[config.mk]
export PLATFORM = sky130hd
export DESIGN_NAME = serial_flash_config_loader
export DESIGN_NICKNAME = d
export VERILOG_FILES = /design/src/core/flash_loader_pkg.sv /design/src/core/pin_sync.sv /design/src/core/serial_flash_config_loader.sv
export SDC_FILE = /design/constraint.sdc
export NUM_CORES = 1
export LEC_CHECK = 0
export BUFFER_PORTS_ARGS = -buffer_cell sky130_fd_sc_hd__buf_2
export CORE_ASPECT_RATIO = 1.1
export CORE_UTILIZATION = 40
export DETAILED_ROUTE_END_ITERATION = 8
export GPL_ROUTABILITY_DRIVEN = 0
export GPL_TIMING_DRIVEN = 1
export PLACE_DENSITY = 0.54
export SLEW_MARGIN = 20
export SYNTH_ARGS = -nofsm -noshare
export SYNTH_HDL_FRONTEND = slang
export SYNTH_SLANG_ARGS = --single-unit
export TNS_END_PERCENT = 20
[constraint.sdc]
create_clock -name clk_i -period 3.9 [get_ports clk_i]
set_input_delay 0 -clock clk_i [delete_from_list [all_inputs] [get_ports clk_i]]
set_output_delay 0 -clock clk_i [all_outputs]
set_load 0.01 [all_outputs]
[src/core/flash_loader_pkg.sv]
// constants and types for the serial flash configuration loader
// Functional notes
// RULE_01 - variant select inputs are captured when the init indicator goes high
// RULE_02 - read command then start address shifted out toward the flash
// RULE_03 - bitstream captured serially from the flash data line
// RULE_04 - after loading, user logic deselects the flash or keeps using it
// RULE_05 - config clock made from internal clock, rate set by an option
// RULE_06 - after own load, chain data forwarded on falling config clock edges
// RULE_07 - init pulled low while clearing, released when clearing ends
// RULE_08 - slow flash: outside logic holds init low until flash is awake
// RULE_09 - init driven low on a CRC error in the bitstream
// RULE_10 - completion pin low during load, released only on success
// RULE_11 - reprogram low for 500 ns or more restarts after it rises again
// RULE_12 - no configuration start while reprogram is low
// RULE_13 - reprogram low floats all pins, pullups unless pullup select high; par_address_o stays driven
// RULE_14 - flash-side device strapped mode 001, downstream devices mode 111
// RULE_15 - completion release cycle must be 5 or earlier; default 4
// RULE_16 - parallel mode: address from 0 up, or from 0xFF_FFFF down
// RULE_17 - with lock wait set, user mode waits for every selected lock
// RULE_18 - an option picks which of six startup cycles stalls for lock
// RULE_19 - a clock manager lock is high only while its clocks are aligned
// RULE_20 - serial output msb first, changed on falling config clock edge
package flash_loader_pkg;
  // register byte offsets
  localparam logic [7:0] OFS_CTRL = 8'h00;
  localparam logic [7:0] OFS_LENGTH = 8'h04;
  localparam logic [7:0] OFS_COMMAND = 8'h08;
  localparam logic [7:0] OFS_CRC = 8'h0C;
  localparam logic [7:0] OFS_LOCK_MASK = 8'h10;
  localparam logic [7:0] OFS_STATUS = 8'h14;
  localparam logic [7:0] OFS_PAR_ADDR = 8'h18;
  localparam logic [7:0] OFS_SHIFT_WORD = 8'h1C;
  // control fields
  localparam int CTRL_RATE_LSB = 0;
  localparam int CTRL_STALL_LSB = 8;
  localparam int CTRL_DONE_LSB = 11;
  localparam int CTRL_PAR_BIT = 14;
  localparam int CTRL_CHAIN_BIT = 15;
  localparam int CTRL_CRC_BIT = 16;
  localparam int CTRL_RESTART_BIT = 17;
  localparam logic [31:0] CTRL_RESET = 32'h0001_2504;
  localparam logic [31:0] LENGTH_RESET = 32'h0000_0400;
  localparam logic [31:0] COMMAND_RESET = 32'h0300_0000;
  // timing
  localparam int CLK_PERIOD_NS = 8;
  localparam int PROG_MIN_NS = 500;
  localparam int PROG_MIN_CYC = (PROG_MIN_NS + CLK_PERIOD_NS - 1) / CLK_PERIOD_NS;
  localparam logic [7:0] MIN_HALF_PERIOD = 8'h04;
  localparam logic [2:0] LAST_STARTUP_CYCLE = 3'h5;
  localparam int CMD_ADDR_BITS = 32;
  // parallel addressing, crc and bus responses
  localparam logic [23:0] PAR_ADDR_UP_START = 24'h00_0000;
  localparam logic [23:0] PAR_ADDR_DOWN_START = 24'hFF_FFFF;
  localparam logic [15:0] CRC_SEED = 16'hFFFF;
  localparam logic [15:0] CRC_POLY = 16'h1021;
  localparam logic [1:0] RESP_OKAY = 2'b00;
  localparam logic [1:0] RESP_SLVERR = 2'b10;

  typedef enum logic [3:0] {
    ST_HOLD = 4'b0000,
    ST_CLEAR = 4'b0001,
    ST_WAIT_INIT = 4'b0010,
    ST_COMMAND = 4'b0011,
    ST_LOAD = 4'b0100,
    ST_CHECK = 4'b0101,
    ST_STARTUP = 4'b0110,
    ST_USER = 4'b0111,
    ST_ERROR = 4'b1000
  } load_state_e;

  function automatic logic [15:0] crc_step(input logic [15:0] crc, input logic bit_in);
    crc_step = {crc[14:0], 1'b0} ^ ((crc[15] ^ bit_in) ? CRC_POLY : 16'h0000);
  endfunction
endpackage

[src/core/pin_sync.sv]
// three-stage input synchroniser, changes once stages two and three agree
`timescale 1ns/100ps
module pin_sync #(
  parameter int WIDTH = 1
) (
  // clock and reset
  input wire logic clk_i,
  input wire logic sys_rst_i,
  // pins
  input wire logic [WIDTH-1:0] pin_i,
  output logic [WIDTH-1:0] level_o
);
  logic [WIDTH-1:0] stage1;
  logic [WIDTH-1:0] stage2;
  logic [WIDTH-1:0] stage3;
  wire [WIDTH-1:0] agree = ~(stage2 ^ stage3);
  wire [WIDTH-1:0] next_level = (agree & stage3) | (~agree & level_o);

  initial
  begin
    if (WIDTH < 1) $error("pin_sync width must be positive");
  end

  always_ff @(posedge clk_i)
  begin
    if (sys_rst_i)
    begin
      stage1 <= '0;
      stage2 <= '0;
      stage3 <= '0;
      level_o <= '0;
    end
    else
    begin
      stage1 <= pin_i;
      stage2 <= stage1;
      stage3 <= stage2;
      level_o <= next_level;
    end
  end
endmodule // pin_sync

[src/core/serial_flash_config_loader.sv]
// configuration loader from serial flash, with axi4-lite control registers
`timescale 1ns/100ps
module serial_flash_config_loader
  import flash_loader_pkg::*;
#(
  parameter int LOCK_COUNT = 4,
  parameter int CLEAR_CYCLES = 64
) (
  // clock and reset
  input wire logic clk_i,
  input wire logic sys_rst_i,
  // axi4-lite slave
  input wire logic [7:0] s_axi_awaddr_i,
  input wire logic s_axi_awvalid_i,
  output logic s_axi_awready_o,
  input wire logic [31:0] s_axi_wdata_i,
  input wire logic [3:0] s_axi_wstrb_i,
  input wire logic s_axi_wvalid_i,
  output logic s_axi_wready_o,
  output logic [1:0] s_axi_bresp_o,
  output logic s_axi_bvalid_o,
  input wire logic s_axi_bready_i,
  input wire logic [7:0] s_axi_araddr_i,
  input wire logic s_axi_arvalid_i,
  output logic s_axi_arready_o,
  output logic [31:0] s_axi_rdata_o,
  output logic [1:0] s_axi_rresp_o,
  output logic s_axi_rvalid_o,
  input wire logic s_axi_rready_i,
  // flash link
  output logic flash_select_n_o,
  output logic flash_select_oe_n_o,
  output logic config_clock_o,
  output logic config_clock_oe_n_o,
  output logic flash_cmd_o,
  output logic flash_cmd_oe_n_o,
  input wire logic flash_data_i,
  output logic chain_data_o,
  output logic chain_data_oe_n_o,
  output logic [23:0] par_address_o,
  // configuration pins
  input wire logic reprogram_n_i,
  input wire logic pullup_disable_select_i,
  input wire logic [2:0] variant_select_i,
  input wire logic address_direction_pin_i,
  input wire logic init_n_i,
  output logic init_n_o,
  output logic init_oe_n_o,
  input wire logic done_i,
  output logic done_o,
  output logic done_oe_n_o,
  output logic pullups_on_o,
  // clock manager locks
  input wire logic [LOCK_COUNT-1:0] clock_manager_locked_i
);
  localparam int SYNC_W = LOCK_COUNT + 8;

  initial
  begin
    if (LOCK_COUNT < 1 || LOCK_COUNT > 32) $error("LOCK_COUNT must be 1..32");
    if (CLEAR_CYCLES < 1 || CLEAR_CYCLES > 65535) $error("CLEAR_CYCLES out of range");
  end

  // synchronised pins
  logic [SYNC_W-1:0] synced;
  pin_sync #(.WIDTH(SYNC_W)) u_sync (
    .clk_i(clk_i),
    .sys_rst_i(sys_rst_i),
    .pin_i({clock_manager_locked_i, done_i, init_n_i, address_direction_pin_i,
            variant_select_i, flash_data_i, reprogram_n_i}),
    .level_o(synced)
  );
  wire reprog_n = synced[0];
  wire data_in = synced[1];
  wire [2:0] variant_pin = synced[4:2];
  wire dir_pin = synced[5];
  wire init_pin = synced[6];
  wire done_pin = synced[7];
  wire [LOCK_COUNT-1:0] locks = synced[SYNC_W-1:8];

  // registers
  logic [31:0] ctrl;
  logic [31:0] length;
  logic [31:0] command;
  logic [15:0] crc_expect;
  logic [LOCK_COUNT-1:0] lock_mask;
  load_state_e state;
  load_state_e next_state;
  logic [15:0] count;
  logic [31:0] shift_out;
  logic [31:0] shift_in;
  logic [15:0] crc;
  logic crc_error;
  logic [2:0] variant;
  logic addr_dir;
  logic [2:0] stage;
  logic done_released;
  logic [7:0] div_count;
  logic clk_level;
  logic [6:0] low_count;
  logic restart_armed;
  logic prev_init_pin;

  // axi write and read channel state
  logic aw_held;
  logic w_held;
  logic [7:0] aw_addr;
  logic [31:0] w_data;
  logic [3:0] w_strb;
  logic ar_pending;
  logic [7:0] ar_addr;

  function automatic logic [31:0] merge(input logic [31:0] old, input logic [31:0] val,
                                        input logic [3:0] strb);
    for (int i = 0; i < 4; i++)
      merge[i*8 +: 8] = strb[i] ? val[i*8 +: 8] : old[i*8 +: 8];
  endfunction

  function automatic logic mapped(input logic [7:0] addr);
    mapped = (addr[1:0] == 2'b00) && (addr <= OFS_SHIFT_WORD);
  endfunction

  assign s_axi_awready_o = !aw_held && !s_axi_bvalid_o;
  assign s_axi_wready_o = !w_held && !s_axi_bvalid_o;
  assign s_axi_arready_o = !s_axi_rvalid_o;
  wire aw_take = s_axi_awvalid_i && s_axi_awready_o;
  wire w_take = s_axi_wvalid_i && s_axi_wready_o;
  wire do_write = aw_held && w_held && !s_axi_bvalid_o;
  wire wr_ctrl = do_write && aw_addr == OFS_CTRL;
  wire sw_restart = wr_ctrl && w_strb[2] && w_data[CTRL_RESTART_BIT];

  // control fields
  wire [7:0] rate_field = ctrl[CTRL_RATE_LSB +: 8];
  wire [7:0] half_period = (rate_field < MIN_HALF_PERIOD) ? MIN_HALF_PERIOD : rate_field;
  wire [2:0] stall_cycle = ctrl[CTRL_STALL_LSB +: 3];
  wire [2:0] done_cycle = ctrl[CTRL_DONE_LSB +: 3];
  wire par_mode = ctrl[CTRL_PAR_BIT];
  wire chain_en = ctrl[CTRL_CHAIN_BIT];
  wire crc_en = ctrl[CTRL_CRC_BIT];

  // config clock divider; events mark the edges this cycle produces
  wire clk_run = (state == ST_COMMAND) || (state == ST_LOAD) || (state == ST_STARTUP) ||
                 (state == ST_USER && chain_en); // see RULE_05
  wire div_wrap = clk_run && (div_count == half_period - 8'd1);
  wire rise_ev = div_wrap && !clk_level;
  wire fall_ev = div_wrap && clk_level;

  // reprogram pulse filter
  wire prog_low = !reprog_n;
  wire prog_done = restart_armed && reprog_n; // see RULE_11
  wire init_rise = init_pin && !prev_init_pin;
  wire locks_ok = &(locks | ~lock_mask); // see RULE_19
  wire stall = (lock_mask != '0) && (stage == stall_cycle) && !locks_ok; // see RULE_17
  wire [15:0] len_last = length[15:0] - 16'd1;
  wire crc_bad = crc_en && (crc != crc_expect);

  always_comb
  begin
    next_state = state;
    case (state)
      ST_HOLD: if (reprog_n) next_state = ST_CLEAR; // see RULE_12
      ST_CLEAR: if (count == 16'(CLEAR_CYCLES - 1)) next_state = ST_WAIT_INIT;
      ST_WAIT_INIT: if (init_rise) next_state = par_mode ? ST_LOAD : ST_COMMAND;
      ST_COMMAND: if (fall_ev && count == 16'(CMD_ADDR_BITS - 1)) next_state = ST_LOAD;
      ST_LOAD: if (fall_ev && count == len_last) next_state = ST_CHECK;
      ST_CHECK: next_state = crc_bad ? ST_ERROR : ST_STARTUP;
      ST_STARTUP: if (rise_ev && !stall && stage == LAST_STARTUP_CYCLE) next_state = ST_USER;
      ST_USER: next_state = ST_USER;
      ST_ERROR: next_state = ST_ERROR;
      default: next_state = ST_HOLD;
    endcase
    if (prog_low || prog_done || sw_restart) next_state = ST_HOLD;
  end

  always_ff @(posedge clk_i)
  begin
    if (sys_rst_i)
    begin
      state <= ST_HOLD;
      count <= '0;
      prev_init_pin <= 1'b0;
      low_count <= '0;
      restart_armed <= 1'b0;
    end
    else
    begin
      state <= next_state;
      prev_init_pin <= init_pin;
      low_count <= prog_low ? ((low_count == 7'(PROG_MIN_CYC)) ? low_count : low_count + 7'd1)
                            : '0;
      if (prog_low && low_count == 7'(PROG_MIN_CYC - 1)) restart_armed <= 1'b1; // see RULE_11
      else if (reprog_n) restart_armed <= 1'b0;
      if (next_state != state) count <= '0;
      else if (state == ST_CLEAR || ((state == ST_COMMAND || state == ST_LOAD) && fall_ev))
        count <= count + 16'd1;
    end
  end

  // clock divider and serial datapath
  always_ff @(posedge clk_i)
  begin
    if (sys_rst_i || !clk_run)
    begin
      div_count <= '0;
      clk_level <= 1'b0;
    end
    else
    begin
      div_count <= div_wrap ? 8'd0 : div_count + 8'd1;
      clk_level <= div_wrap ? !clk_level : clk_level;
    end
  end

  always_ff @(posedge clk_i)
  begin
    if (sys_rst_i)
    begin
      shift_out <= '0;
      shift_in <= '0;
      crc <= CRC_SEED;
      chain_data_o <= 1'b0;
      variant <= '0;
      addr_dir <= 1'b0;
      par_address_o <= PAR_ADDR_UP_START;
    end
    else
    begin
      if (state == ST_WAIT_INIT && init_rise)
      begin
        variant <= variant_pin; // see RULE_01
        addr_dir <= dir_pin;
        shift_out <= command; // see RULE_02
        crc <= CRC_SEED;
        par_address_o <= dir_pin ? PAR_ADDR_DOWN_START : PAR_ADDR_UP_START; // see RULE_16
      end
      else if (state == ST_COMMAND && fall_ev)
        shift_out <= {shift_out[30:0], 1'b0}; // see RULE_20
      if (state == ST_LOAD && fall_ev)
      begin
        // flash drives on falling edge, so its bit is stable at the end of high phase
        shift_in <= {shift_in[30:0], data_in}; // see RULE_03
        crc <= crc_step(crc, data_in);
        if (par_mode)
          par_address_o <= addr_dir ? par_address_o - 24'd1 : par_address_o + 24'd1;
      end
      if (state == ST_USER && chain_en && fall_ev)
        chain_data_o <= data_in; // see RULE_06
    end
  end

  // startup sequence and status flags
  always_ff @(posedge clk_i)
  begin
    if (sys_rst_i || state == ST_HOLD)
    begin
      stage <= '0;
      done_released <= 1'b0;
      crc_error <= 1'b0;
    end
    else
    begin
      if (state == ST_CHECK && crc_bad) crc_error <= 1'b1; // see RULE_09
      if (state == ST_STARTUP && rise_ev && !stall && stage != LAST_STARTUP_CYCLE)
        stage <= stage + 3'd1; // see RULE_18
      if (state == ST_STARTUP && rise_ev && stage >= done_cycle && !stall)
        done_released <= 1'b1; // see RULE_10
    end
  end

  // pins; hold state floats every pin except par_address_o
  wire float_pins = (state == ST_HOLD); // see RULE_13
  assign pullups_on_o = float_pins && !pullup_disable_select_i;
  assign flash_select_n_o = !(state == ST_COMMAND || state == ST_LOAD);
  assign flash_select_oe_n_o = float_pins;
  assign config_clock_o = clk_level;
  assign config_clock_oe_n_o = float_pins;
  assign flash_cmd_o = shift_out[31];
  assign flash_cmd_oe_n_o = float_pins;
  assign chain_data_oe_n_o = float_pins;
  assign init_n_o = 1'b0;
  assign init_oe_n_o = !(state == ST_CLEAR || state == ST_ERROR); // see RULE_07
  assign done_o = 1'b0;
  assign done_oe_n_o = done_released || float_pins; // see RULE_10

  // axi register access
  wire [31:0] status_word = {17'h0_0000, done_pin, stage, addr_dir, variant, init_pin,
                             crc_error, done_released, state};
  logic [31:0] read_mux;
  always_comb
  begin
    case (ar_addr)
      OFS_CTRL: read_mux = {ctrl[31:CTRL_RESTART_BIT+1], 1'b0, ctrl[CTRL_RESTART_BIT-1:0]};
      OFS_LENGTH: read_mux = length;
      OFS_COMMAND: read_mux = command;
      OFS_CRC: read_mux = {16'h0000, crc_expect};
      OFS_LOCK_MASK: read_mux = 32'(lock_mask);
      OFS_STATUS: read_mux = status_word;
      OFS_PAR_ADDR: read_mux = {8'h00, par_address_o};
      OFS_SHIFT_WORD: read_mux = shift_in;
      default: read_mux = 32'h0000_0000;
    endcase
  end

  always_ff @(posedge clk_i)
  begin
    if (sys_rst_i)
    begin
      aw_held <= 1'b0;
      w_held <= 1'b0;
      aw_addr <= '0;
      w_data <= '0;
      w_strb <= '0;
      s_axi_bvalid_o <= 1'b0;
      s_axi_bresp_o <= RESP_OKAY;
      ctrl <= CTRL_RESET;
      length <= LENGTH_RESET;
      command <= COMMAND_RESET;
      crc_expect <= '0;
      lock_mask <= '0;
    end
    else
    begin
      if (aw_take)
      begin
        aw_held <= 1'b1;
        aw_addr <= s_axi_awaddr_i;
      end
      if (w_take)
      begin
        w_held <= 1'b1;
        w_data <= s_axi_wdata_i;
        w_strb <= s_axi_wstrb_i;
      end
      if (do_write)
      begin
        aw_held <= 1'b0;
        w_held <= 1'b0;
        s_axi_bvalid_o <= 1'b1;
        s_axi_bresp_o <= mapped(aw_addr) ? RESP_OKAY : RESP_SLVERR;
        case (aw_addr)
          OFS_CTRL: ctrl <= merge(ctrl, w_data, w_strb) & ~(32'h1 << CTRL_RESTART_BIT);
          OFS_LENGTH: length <= merge(length, w_data, w_strb);
          OFS_COMMAND: command <= merge(command, w_data, w_strb);
          OFS_CRC: crc_expect <= 16'(merge({16'h0000, crc_expect}, w_data, w_strb));
          OFS_LOCK_MASK: lock_mask <= LOCK_COUNT'(merge(32'(lock_mask), w_data, w_strb));
          default: ;
        endcase
      end
      else if (s_axi_bvalid_o && s_axi_bready_i)
        s_axi_bvalid_o <= 1'b0;
    end
  end

  always_ff @(posedge clk_i)
  begin
    if (sys_rst_i)
    begin
      ar_pending <= 1'b0;
      ar_addr <= '0;
      s_axi_rvalid_o <= 1'b0;
      s_axi_rdata_o <= '0;
      s_axi_rresp_o <= RESP_OKAY;
    end
    else
    begin
      ar_pending <= s_axi_arvalid_i && s_axi_arready_o;
      if (s_axi_arvalid_i && s_axi_arready_o) ar_addr <= s_axi_araddr_i;
      if (ar_pending)
      begin
        s_axi_rvalid_o <= 1'b1;
        s_axi_rdata_o <= mapped(ar_addr) ? read_mux : 32'h0000_0000;
        s_axi_rresp_o <= mapped(ar_addr) ? RESP_OKAY : RESP_SLVERR;
      end
      else if (s_axi_rvalid_o && s_axi_rready_i)
        s_axi_rvalid_o <= 1'b0;
    end
  end
endmodule // serial_flash_config_loader

==> results of run 1 <==
## per-layer routing
| layer | part of all wire, % | GRT usage (%) | vias to the layer above |
|---|---|---|---|
| li1 | - | - | 8037 |
| met1 | 44 | 31.0 | 8041 |
| met2 | 49 | 41.9 | 455 |
| met3 | 4.3 | 2.68 | 96 |
| met4 | 3.5 | 9.65 | 0 |
| met5 | 0 | 0 | - |
## cell type report
cell class	count	area [um2]	area share [%]
Multi-Input combinational cell	1584	9740	43.5
Sequential cell	406	8130	36.4
Timing Repair Buffer	301	2260	10.1
Clock buffer	67	1260	5.63
Tap cell	588	736	3.29
Inverter	34	128	0.571
Clock inverter	11	109	0.487
## state kept, by name, indices dropped and copies added, names as in the netlist, 3 cells and up, named ones only
| register | flops |
|---|---|
| ar_addr | 8 |
| aw_addr | 8 |
| command | 32 |
| count | 16 |
| crc | 16 |
| crc_expect | 16 |
| ctrl | 31 |
| div_count | 8 |
| length | 32 |
| lock_mask | 4 |
| low_count | 7 |
| par_address_o | 24 |
| s_axi_rdata_o | 32 |
| shift_in | 32 |
| shift_out | 32 |
| stage | 3 |
| state | 4 |
| u_sync.stage1 | 12 |
| u_sync.stage2 | 12 |
| u_sync.stage3 | 12 |
| variant | 3 |
| w_data | 32 |
| w_strb | 4 |
## cells by family (layout without fill, tap and decap cells)
group	Yosys count	count (layout)	share of synthesized area [%]
AOI/OAI and AO/OA	498	498	17.9
xor gates and xnor gates	98	98	4.63
and+or+nand+nor	834	834	21.0
muxes	116	116	6.32
buffers and inverters	178	413	3.97
adders and majority gates	34	34	2.33
other	1	4	0.0202
DFF	406	406	43.8
## final timing paths
| kind | startpoint | end | cells after the start |
|---|---|---|---|
| worst min register to register | u_sync.stage1[11] | u_sync.stage2[11] | 1 |
| worst max-delay path | ctrl[7] | count[10] | 12 |
| worst min-delay path | s_axi_wvalid_i | w_strb[2] | 5 |
| worst max register to register | ctrl[7] | count[10] | 12 |
## through the flow
step	setup slack, ns	utilization (%)	instance area, um2
final	0.139	49.0	22400
after global routing	-0.0155	49.0	22400
after CTS	0.145	48.9	22300
after detailed placement	0.167	43.5	19900
after global placement	0.262	43.5	19900
after floorplan	0.299	-	18600
## power groups by stage
stage | clock network [mW] | logic [mW] | registers [mW]
2_1_floorplan | 0 | 0.246 | 4.34
3_3_place_gp | 0 | 0.365 | 4.39
3_5_place_dp | 0 | 0.369 | 4.39
4_1_cts | 4.10 | 0.461 | 4.30
5_1_grt | 4.26 | 0.508 | 4.31
6_report | 4.01 | 0.468 | 4.30
## synthesized netlist by cell type, types with 32 or more instances
cell        n  share of area [%]
xor2_1     66                3.1
xnor2_1    32                1.5
nand3_1    67                1.8
nor2b_1    48                1.6
dfxtp_1   406                 44
ha_1       33                2.2
clkbuf_1  111                2.2
a211oi_1   52                2.1
nor3_1     39                1.1
nand2_1   282                5.7
o21ai_0    35               0.94
nor2_1    277                5.6
inv_1      33               0.67
a21oi_1   205                5.5
mux2i_1   110                5.9
a311oi_1   34                1.6
a22oi_1    35                1.4
## what timing repair did
| item | in CTS | in global routing |
|---|---|---|
| setup buffers | 0 | 1 |
| hold buffers | 112 | 0 |
| resized for setup | 0 | 1 |
| endpoints found under the setup margin | 0 | 2 |
| hold endpoints to repair | 111 | 0 |
## critical path, delay by kind of cell (launching register included)
kind	cells	cell delay, ns
compound gates	5	1.03
fa+ha+maj	1	0.26
flops	1	0.35
mux	1	0.46
simple gates	5	1.59
==> flow_metrics.env, run 1 <==
export IMPL_status="complete, no violations"
export IMPL_comb_power_share_pct=5.3
export IMPL_synth_edf_count=0
export IMPL_syn_area_um2=18500
export IMPL_min_period_over_period_pct=96.4
export IMPL_dp_hpwl_um=40700
export IMPL_critPathKind="reg2reg"
export IMPL_drive_above_1_share_pct=12.7
export IMPL_antenna_found_initial=0
export IMPL_ys_ff_latch=406
export IMPL_slowest_delay_ns=0.52
export IMPL_final_common_cell="dfxtp_1"
export IMPL_start_util_pct=40.6
export IMPL_yosys_warnings=0
export IMPL_htree_levels=2
export IMPL_syn_avg_cell_area_um2=8.57
export IMPL_grt_overflow=0
export IMPL_cts_sinks=406
export IMPL_vias=16600
export IMPL_crit_fanout=16
export IMPL_p_leak_nw=8.75
export IMPL_yosys_most_used_dff="dfxtp_1"
export IMPL_critPathArrivalTime_ns=4.26
export IMPL_area_delta_synth_final_pct=20.5
export IMPL_setup_viol=0
export IMPL_clockPowerShare_pct=45.7
export IMPL_fin_tns_setup_ns=0
export IMPL_die_y_um=228
export IMPL_drt_total_wl_um=58800
export IMPL_path_common_cell="a211oi_4"
export IMPL_n_antenna_cell=0
export IMPL_dpl_cell_count=2800
export IMPL_grt_max_degree=233
export IMPL_cts_root_buffer="clkbuf_16"
export IMPL_wire_per_inst_um=19.7
export IMPL_detail_route_iter0_violations=1308
export IMPL_boundaryPins=150
export IMPL_regToRegSetupSlack_ns=0.14
export IMPL_internal_power_mw=6.71
export IMPL_grtUsageTotal_pct=24.3
export IMPL_synth_cells=2165
export IMPL_cts_tree="done"
export IMPL_period_needed_ns=3.76
export IMPL_p_sw_mw=2.07
export IMPL_fmax_mhz=266
export IMPL_clk_latency_ns=0.57
export IMPL_required_ns=4.40
export IMPL_drc=0
export IMPL_worstPathCellList="or3_1 -> o21ai_2 -> ha_1 -> or4b_4 -> o211a_1 -> a211oi_4 -> and4b_1 -> nand4_2 -> a211oi_4 -> a21oi_2 -> mux2_4 -> nor2_1"
export IMPL_clkSlewWorstSetupHoldPaths_ns=0.06
export IMPL_dieArea_um2=47200
export IMPL_cts_made_buffers=45
export IMPL_startpoint_type="register"
export IMPL_fill_cells=4370
export IMPL_grt_pass1_wl_um=91000
export IMPL_dr_pass1_iters=8
export IMPL_holdWs_ns=0.0228
export IMPL_hp_class="in2reg"
export IMPL_io_buffers=145
export IMPL_tightest_slew_ns=1.20
export IMPL_final_cell_mix="406 x dfxtp_1, 281 x nand2_1, 274 x nor2_1, 205 x a21oi_1, 144 x buf_2"
export IMPL_finalHoldViolCount=0
export IMPL_ir_drop_mv=0.318
export IMPL_core_area_um2=45700
export IMPL_die_x_um=207
export IMPL_switching_share_pct=23.6
export IMPL_cts_path_max_buffers=3
export IMPL_nets=2478
export IMPL_p_total_mw=8.78
export IMPL_grt_pass1_vias=15900
export IMPL_ys_types=80
export IMPL_slew_headroom_pct=20.3
export IMPL_instances_no_fill=2991
export IMPL_max_cap_viol_count=0
export IMPL_antenna_left=0
export IMPL_seqPwrFrac_pct=49.0
export IMPL_drv_slew=0
export IMPL_viasPerCell=5.56
export IMPL_synthArstFlopShare_pct=0
export IMPL_skew_ns=0.0164
export IMPL_p_per_area_nw_per_um2=393
export IMPL_slowest_stage="or4b_4"
export IMPL_synth_seq_area_share_pct=43.8
export IMPL_rows=82
export IMPL_worstSetupEndpointType="register"
Power figures use the tool's default switching activity.
==> run 2, diff against run 1 <==
--- a/config.mk
+++ b/config.mk
@@ -11,6 +11,7 @@
 export DETAILED_ROUTE_END_ITERATION = 8
 export GPL_ROUTABILITY_DRIVEN = 0
 export GPL_TIMING_DRIVEN = 1
+export MAX_ROUTING_LAYER = met4
 export PLACE_DENSITY = 0.54
 export SLEW_MARGIN = 20
 export SYNTH_ARGS = -nofsm -noshare
==> run 2 against run 1 <==
Non-clock buffer count is the same. Global-route usage increased by 0.75 points. Combinational power is essentially flat. Clock power hardly changed. Setup slack gained 0.011 ns. Count of clock-buffer cells in the layout unchanged. Utilization did not move. Hold slack better by 0.00067 ns. Critical path type unchanged. Critical endpoint unchanged. Highest routed layer unchanged.
==> flow_metrics.env, run 2 (synthesis gave the netlist of run 1 again) <==
export IMPL_regToRegSetupSlack_ns=0.15
export IMPL_required_ns=4.39
export IMPL_slowest_stage="or4b_4"
export IMPL_crit_buf_inv=0
export IMPL_boundaryPins=150
export IMPL_r2r_start="ctrl[7]"
export IMPL_status="complete, no violations"
export IMPL_grt_pass1_vias=15900
export IMPL_rows=82
export IMPL_worstPathCellList="or3_1 -> o21ai_2 -> ha_1 -> or4b_4 -> o211a_1 -> a211oi_4 -> and4b_1 -> nand4_2 -> a211oi_4 -> a21oi_2 -> mux2_4 -> nor2_1"
export IMPL_detail_route_iter0_violations=1339
export IMPL_final_common_cell="dfxtp_1"
export IMPL_period_needed_ns=3.75
export IMPL_comb_power_share_pct=5.3
export IMPL_io_buffers=145
export IMPL_clk_latency_ns=0.57
export IMPL_internal_power_mw=6.71
export IMPL_whs_path_depth=5
export IMPL_cp_top_family="simple AND/OR/NAND/NOR gates"
export IMPL_fin_tns_setup_ns=0
export IMPL_ir_drop_mv=0.318
export IMPL_drc=0
export IMPL_skew_ns=0.0160
export IMPL_max_cap_viol_count=0
export IMPL_worstHoldEndpoint="w_strb[2]"
export IMPL_drv_slew=0
export IMPL_p_sw_mw=2.07
export IMPL_pre_cts_slack_ns=0.167
export IMPL_clkSlewWorstSetupHoldPaths_ns=0.06
export IMPL_antenna_left=0
export IMPL_slew_headroom_pct=8.32
export IMPL_critPathKind="reg2reg"
export IMPL_r2r_end="count[10]"
export IMPL_wire_per_inst_um=19.7
export IMPL_cts_root_buffer="clkbuf_16"
export IMPL_cts_sinks=406
export IMPL_timing_final_ws_setup_ns=0.150
export IMPL_final_cell_mix="406 x dfxtp_1, 281 x nand2_1, 274 x nor2_1, 205 x a21oi_1, 144 x buf_2"
export IMPL_finish_instance_area_um2=22400
export IMPL_regArea_um2=8130
export IMPL_grt_pass1_wl_um=91000
export IMPL_fill_cells=4370
export IMPL_cts_tree="done"
export IMPL_htree_levels=2
export IMPL_fmax_mhz=267
export IMPL_critPathArrivalTime_ns=4.24
export IMPL_p_leak_nw=8.75
export IMPL_slowest_delay_ns=0.52
export IMPL_cts_path_max_buffers=3
export IMPL_min_period_over_period_pct=96.1
export IMPL_vias=16600
export IMPL_drt_total_wl_um=58800
export IMPL_crit_fanout=16
export IMPL_antenna_found_initial=0
export IMPL_grt_overflow=0
export IMPL_path_common_cell="a211oi_4"
export IMPL_post_dp_cell_area_um2=19900
export IMPL_die_y_um=228
export IMPL_setup_viol=0
export IMPL_seqPwrFrac_pct=49.0
export IMPL_nets=2478
export IMPL_finalHoldViolCount=0
export IMPL_hp_class="in2reg"
export IMPL_drive_above_1_share_pct=12.7
export IMPL_p_per_area_nw_per_um2=393
export IMPL_holdWs_ns=0.0235
export IMPL_tightest_slew_ns=1.38
export IMPL_grtUsageTotal_pct=25.1
export IMPL_hold_start="s_axi_wvalid_i"
export IMPL_core_area_um2=45700
export IMPL_start_util_pct=40.6
export IMPL_die_x_um=207
export IMPL_dieArea_um2=47200
export IMPL_grt_max_degree=233
export IMPL_worstSetupEndpointType="register"
export IMPL_final_util_pct=49.0
export IMPL_cts_made_buffers=45
export IMPL_switching_share_pct=23.6
export IMPL_viasPerCell=5.55
export IMPL_multi_input_area_um2=9740
export IMPL_dr_pass1_iters=7
export IMPL_n_antenna_cell=0
export IMPL_dp_hpwl_um=40700
export IMPL_ff2ff_path_depth=12
export IMPL_clockPowerShare_pct=45.7
export IMPL_area_delta_synth_final_pct=20.5
export IMPL_startpoint_type="register"
[run 2: cell counts in the layout (fill, tap and decap cells not counted)]
Identical to the previous run, type by type.
[run 2: per-layer routing]
layer  share of wire [%]  global-route usage (%)
met3                 4.4                    2.57
met1                  43                    31.0
met2                  49                    42.1
met5                   0                       -
met4                 3.5                    9.68
[run 2: final cells by class]
class,instances,share of cell area [%]
sequential,406,36.4
timing repair buffer,301,10.1
tap,588,3.29
clock buffer,67,5.63
clock inverter,11,0.487
multi-input combinational,1584,43.5
inverter,34,0.571
[run 2: timing repair]
item,4_1_cts,5_1_grt
hold buffers,112,0
endpoints found under the hold margin,111,0
endpoints found under the setup margin,0,2
setup buffers,0,1
gates resized for setup,0,1
[run 2: stage by stage]
step | std cells | power (mW)
final | 2991 | 8.78
after global routing | 2991 | 9.08
after CTS | 2990 | 8.87
after detailed placement | 2800 | 4.76
after global placement | 2800 | 4.76
after floorplan | 2168 | 4.59
[run 2: worst max path at each step]
stage | startpoint | end | slack, ns | depth (start not counted)
after global placement | ctrl[7] | count[7] | 0.26 | 12
after detailed placement | ctrl[7] | count[10] | 0.17 | 12
after floorplan | ctrl[5] | count[1] | 0.30 | 14
after CTS | ctrl[7] | count[10] | 0.14 | 12
after global routing | ctrl[7] | count[6] | -0.02 | 12
final | ctrl[7] | count[10] | 0.15 | 12
[run 2: worst register-to-register path, delay by kind of cell, from the launching register on]
kind,cells,cell delay [ns]
flops,1,0.36
simple gates,5,1.60
fa+ha+maj,1,0.25
compound gates,5,1.02
mux,1,0.46
[run 2: power groups by stage]
stage	clock [mW]	sequential, mW	combinational (mW)
global route	4.26	4.31	0.508
CTS	4.10	4.30	0.461
finish	4.01	4.30	0.467
detailed placement	0	4.39	0.369
global placement	0	4.39	0.365
floorplan	0	4.34	0.246
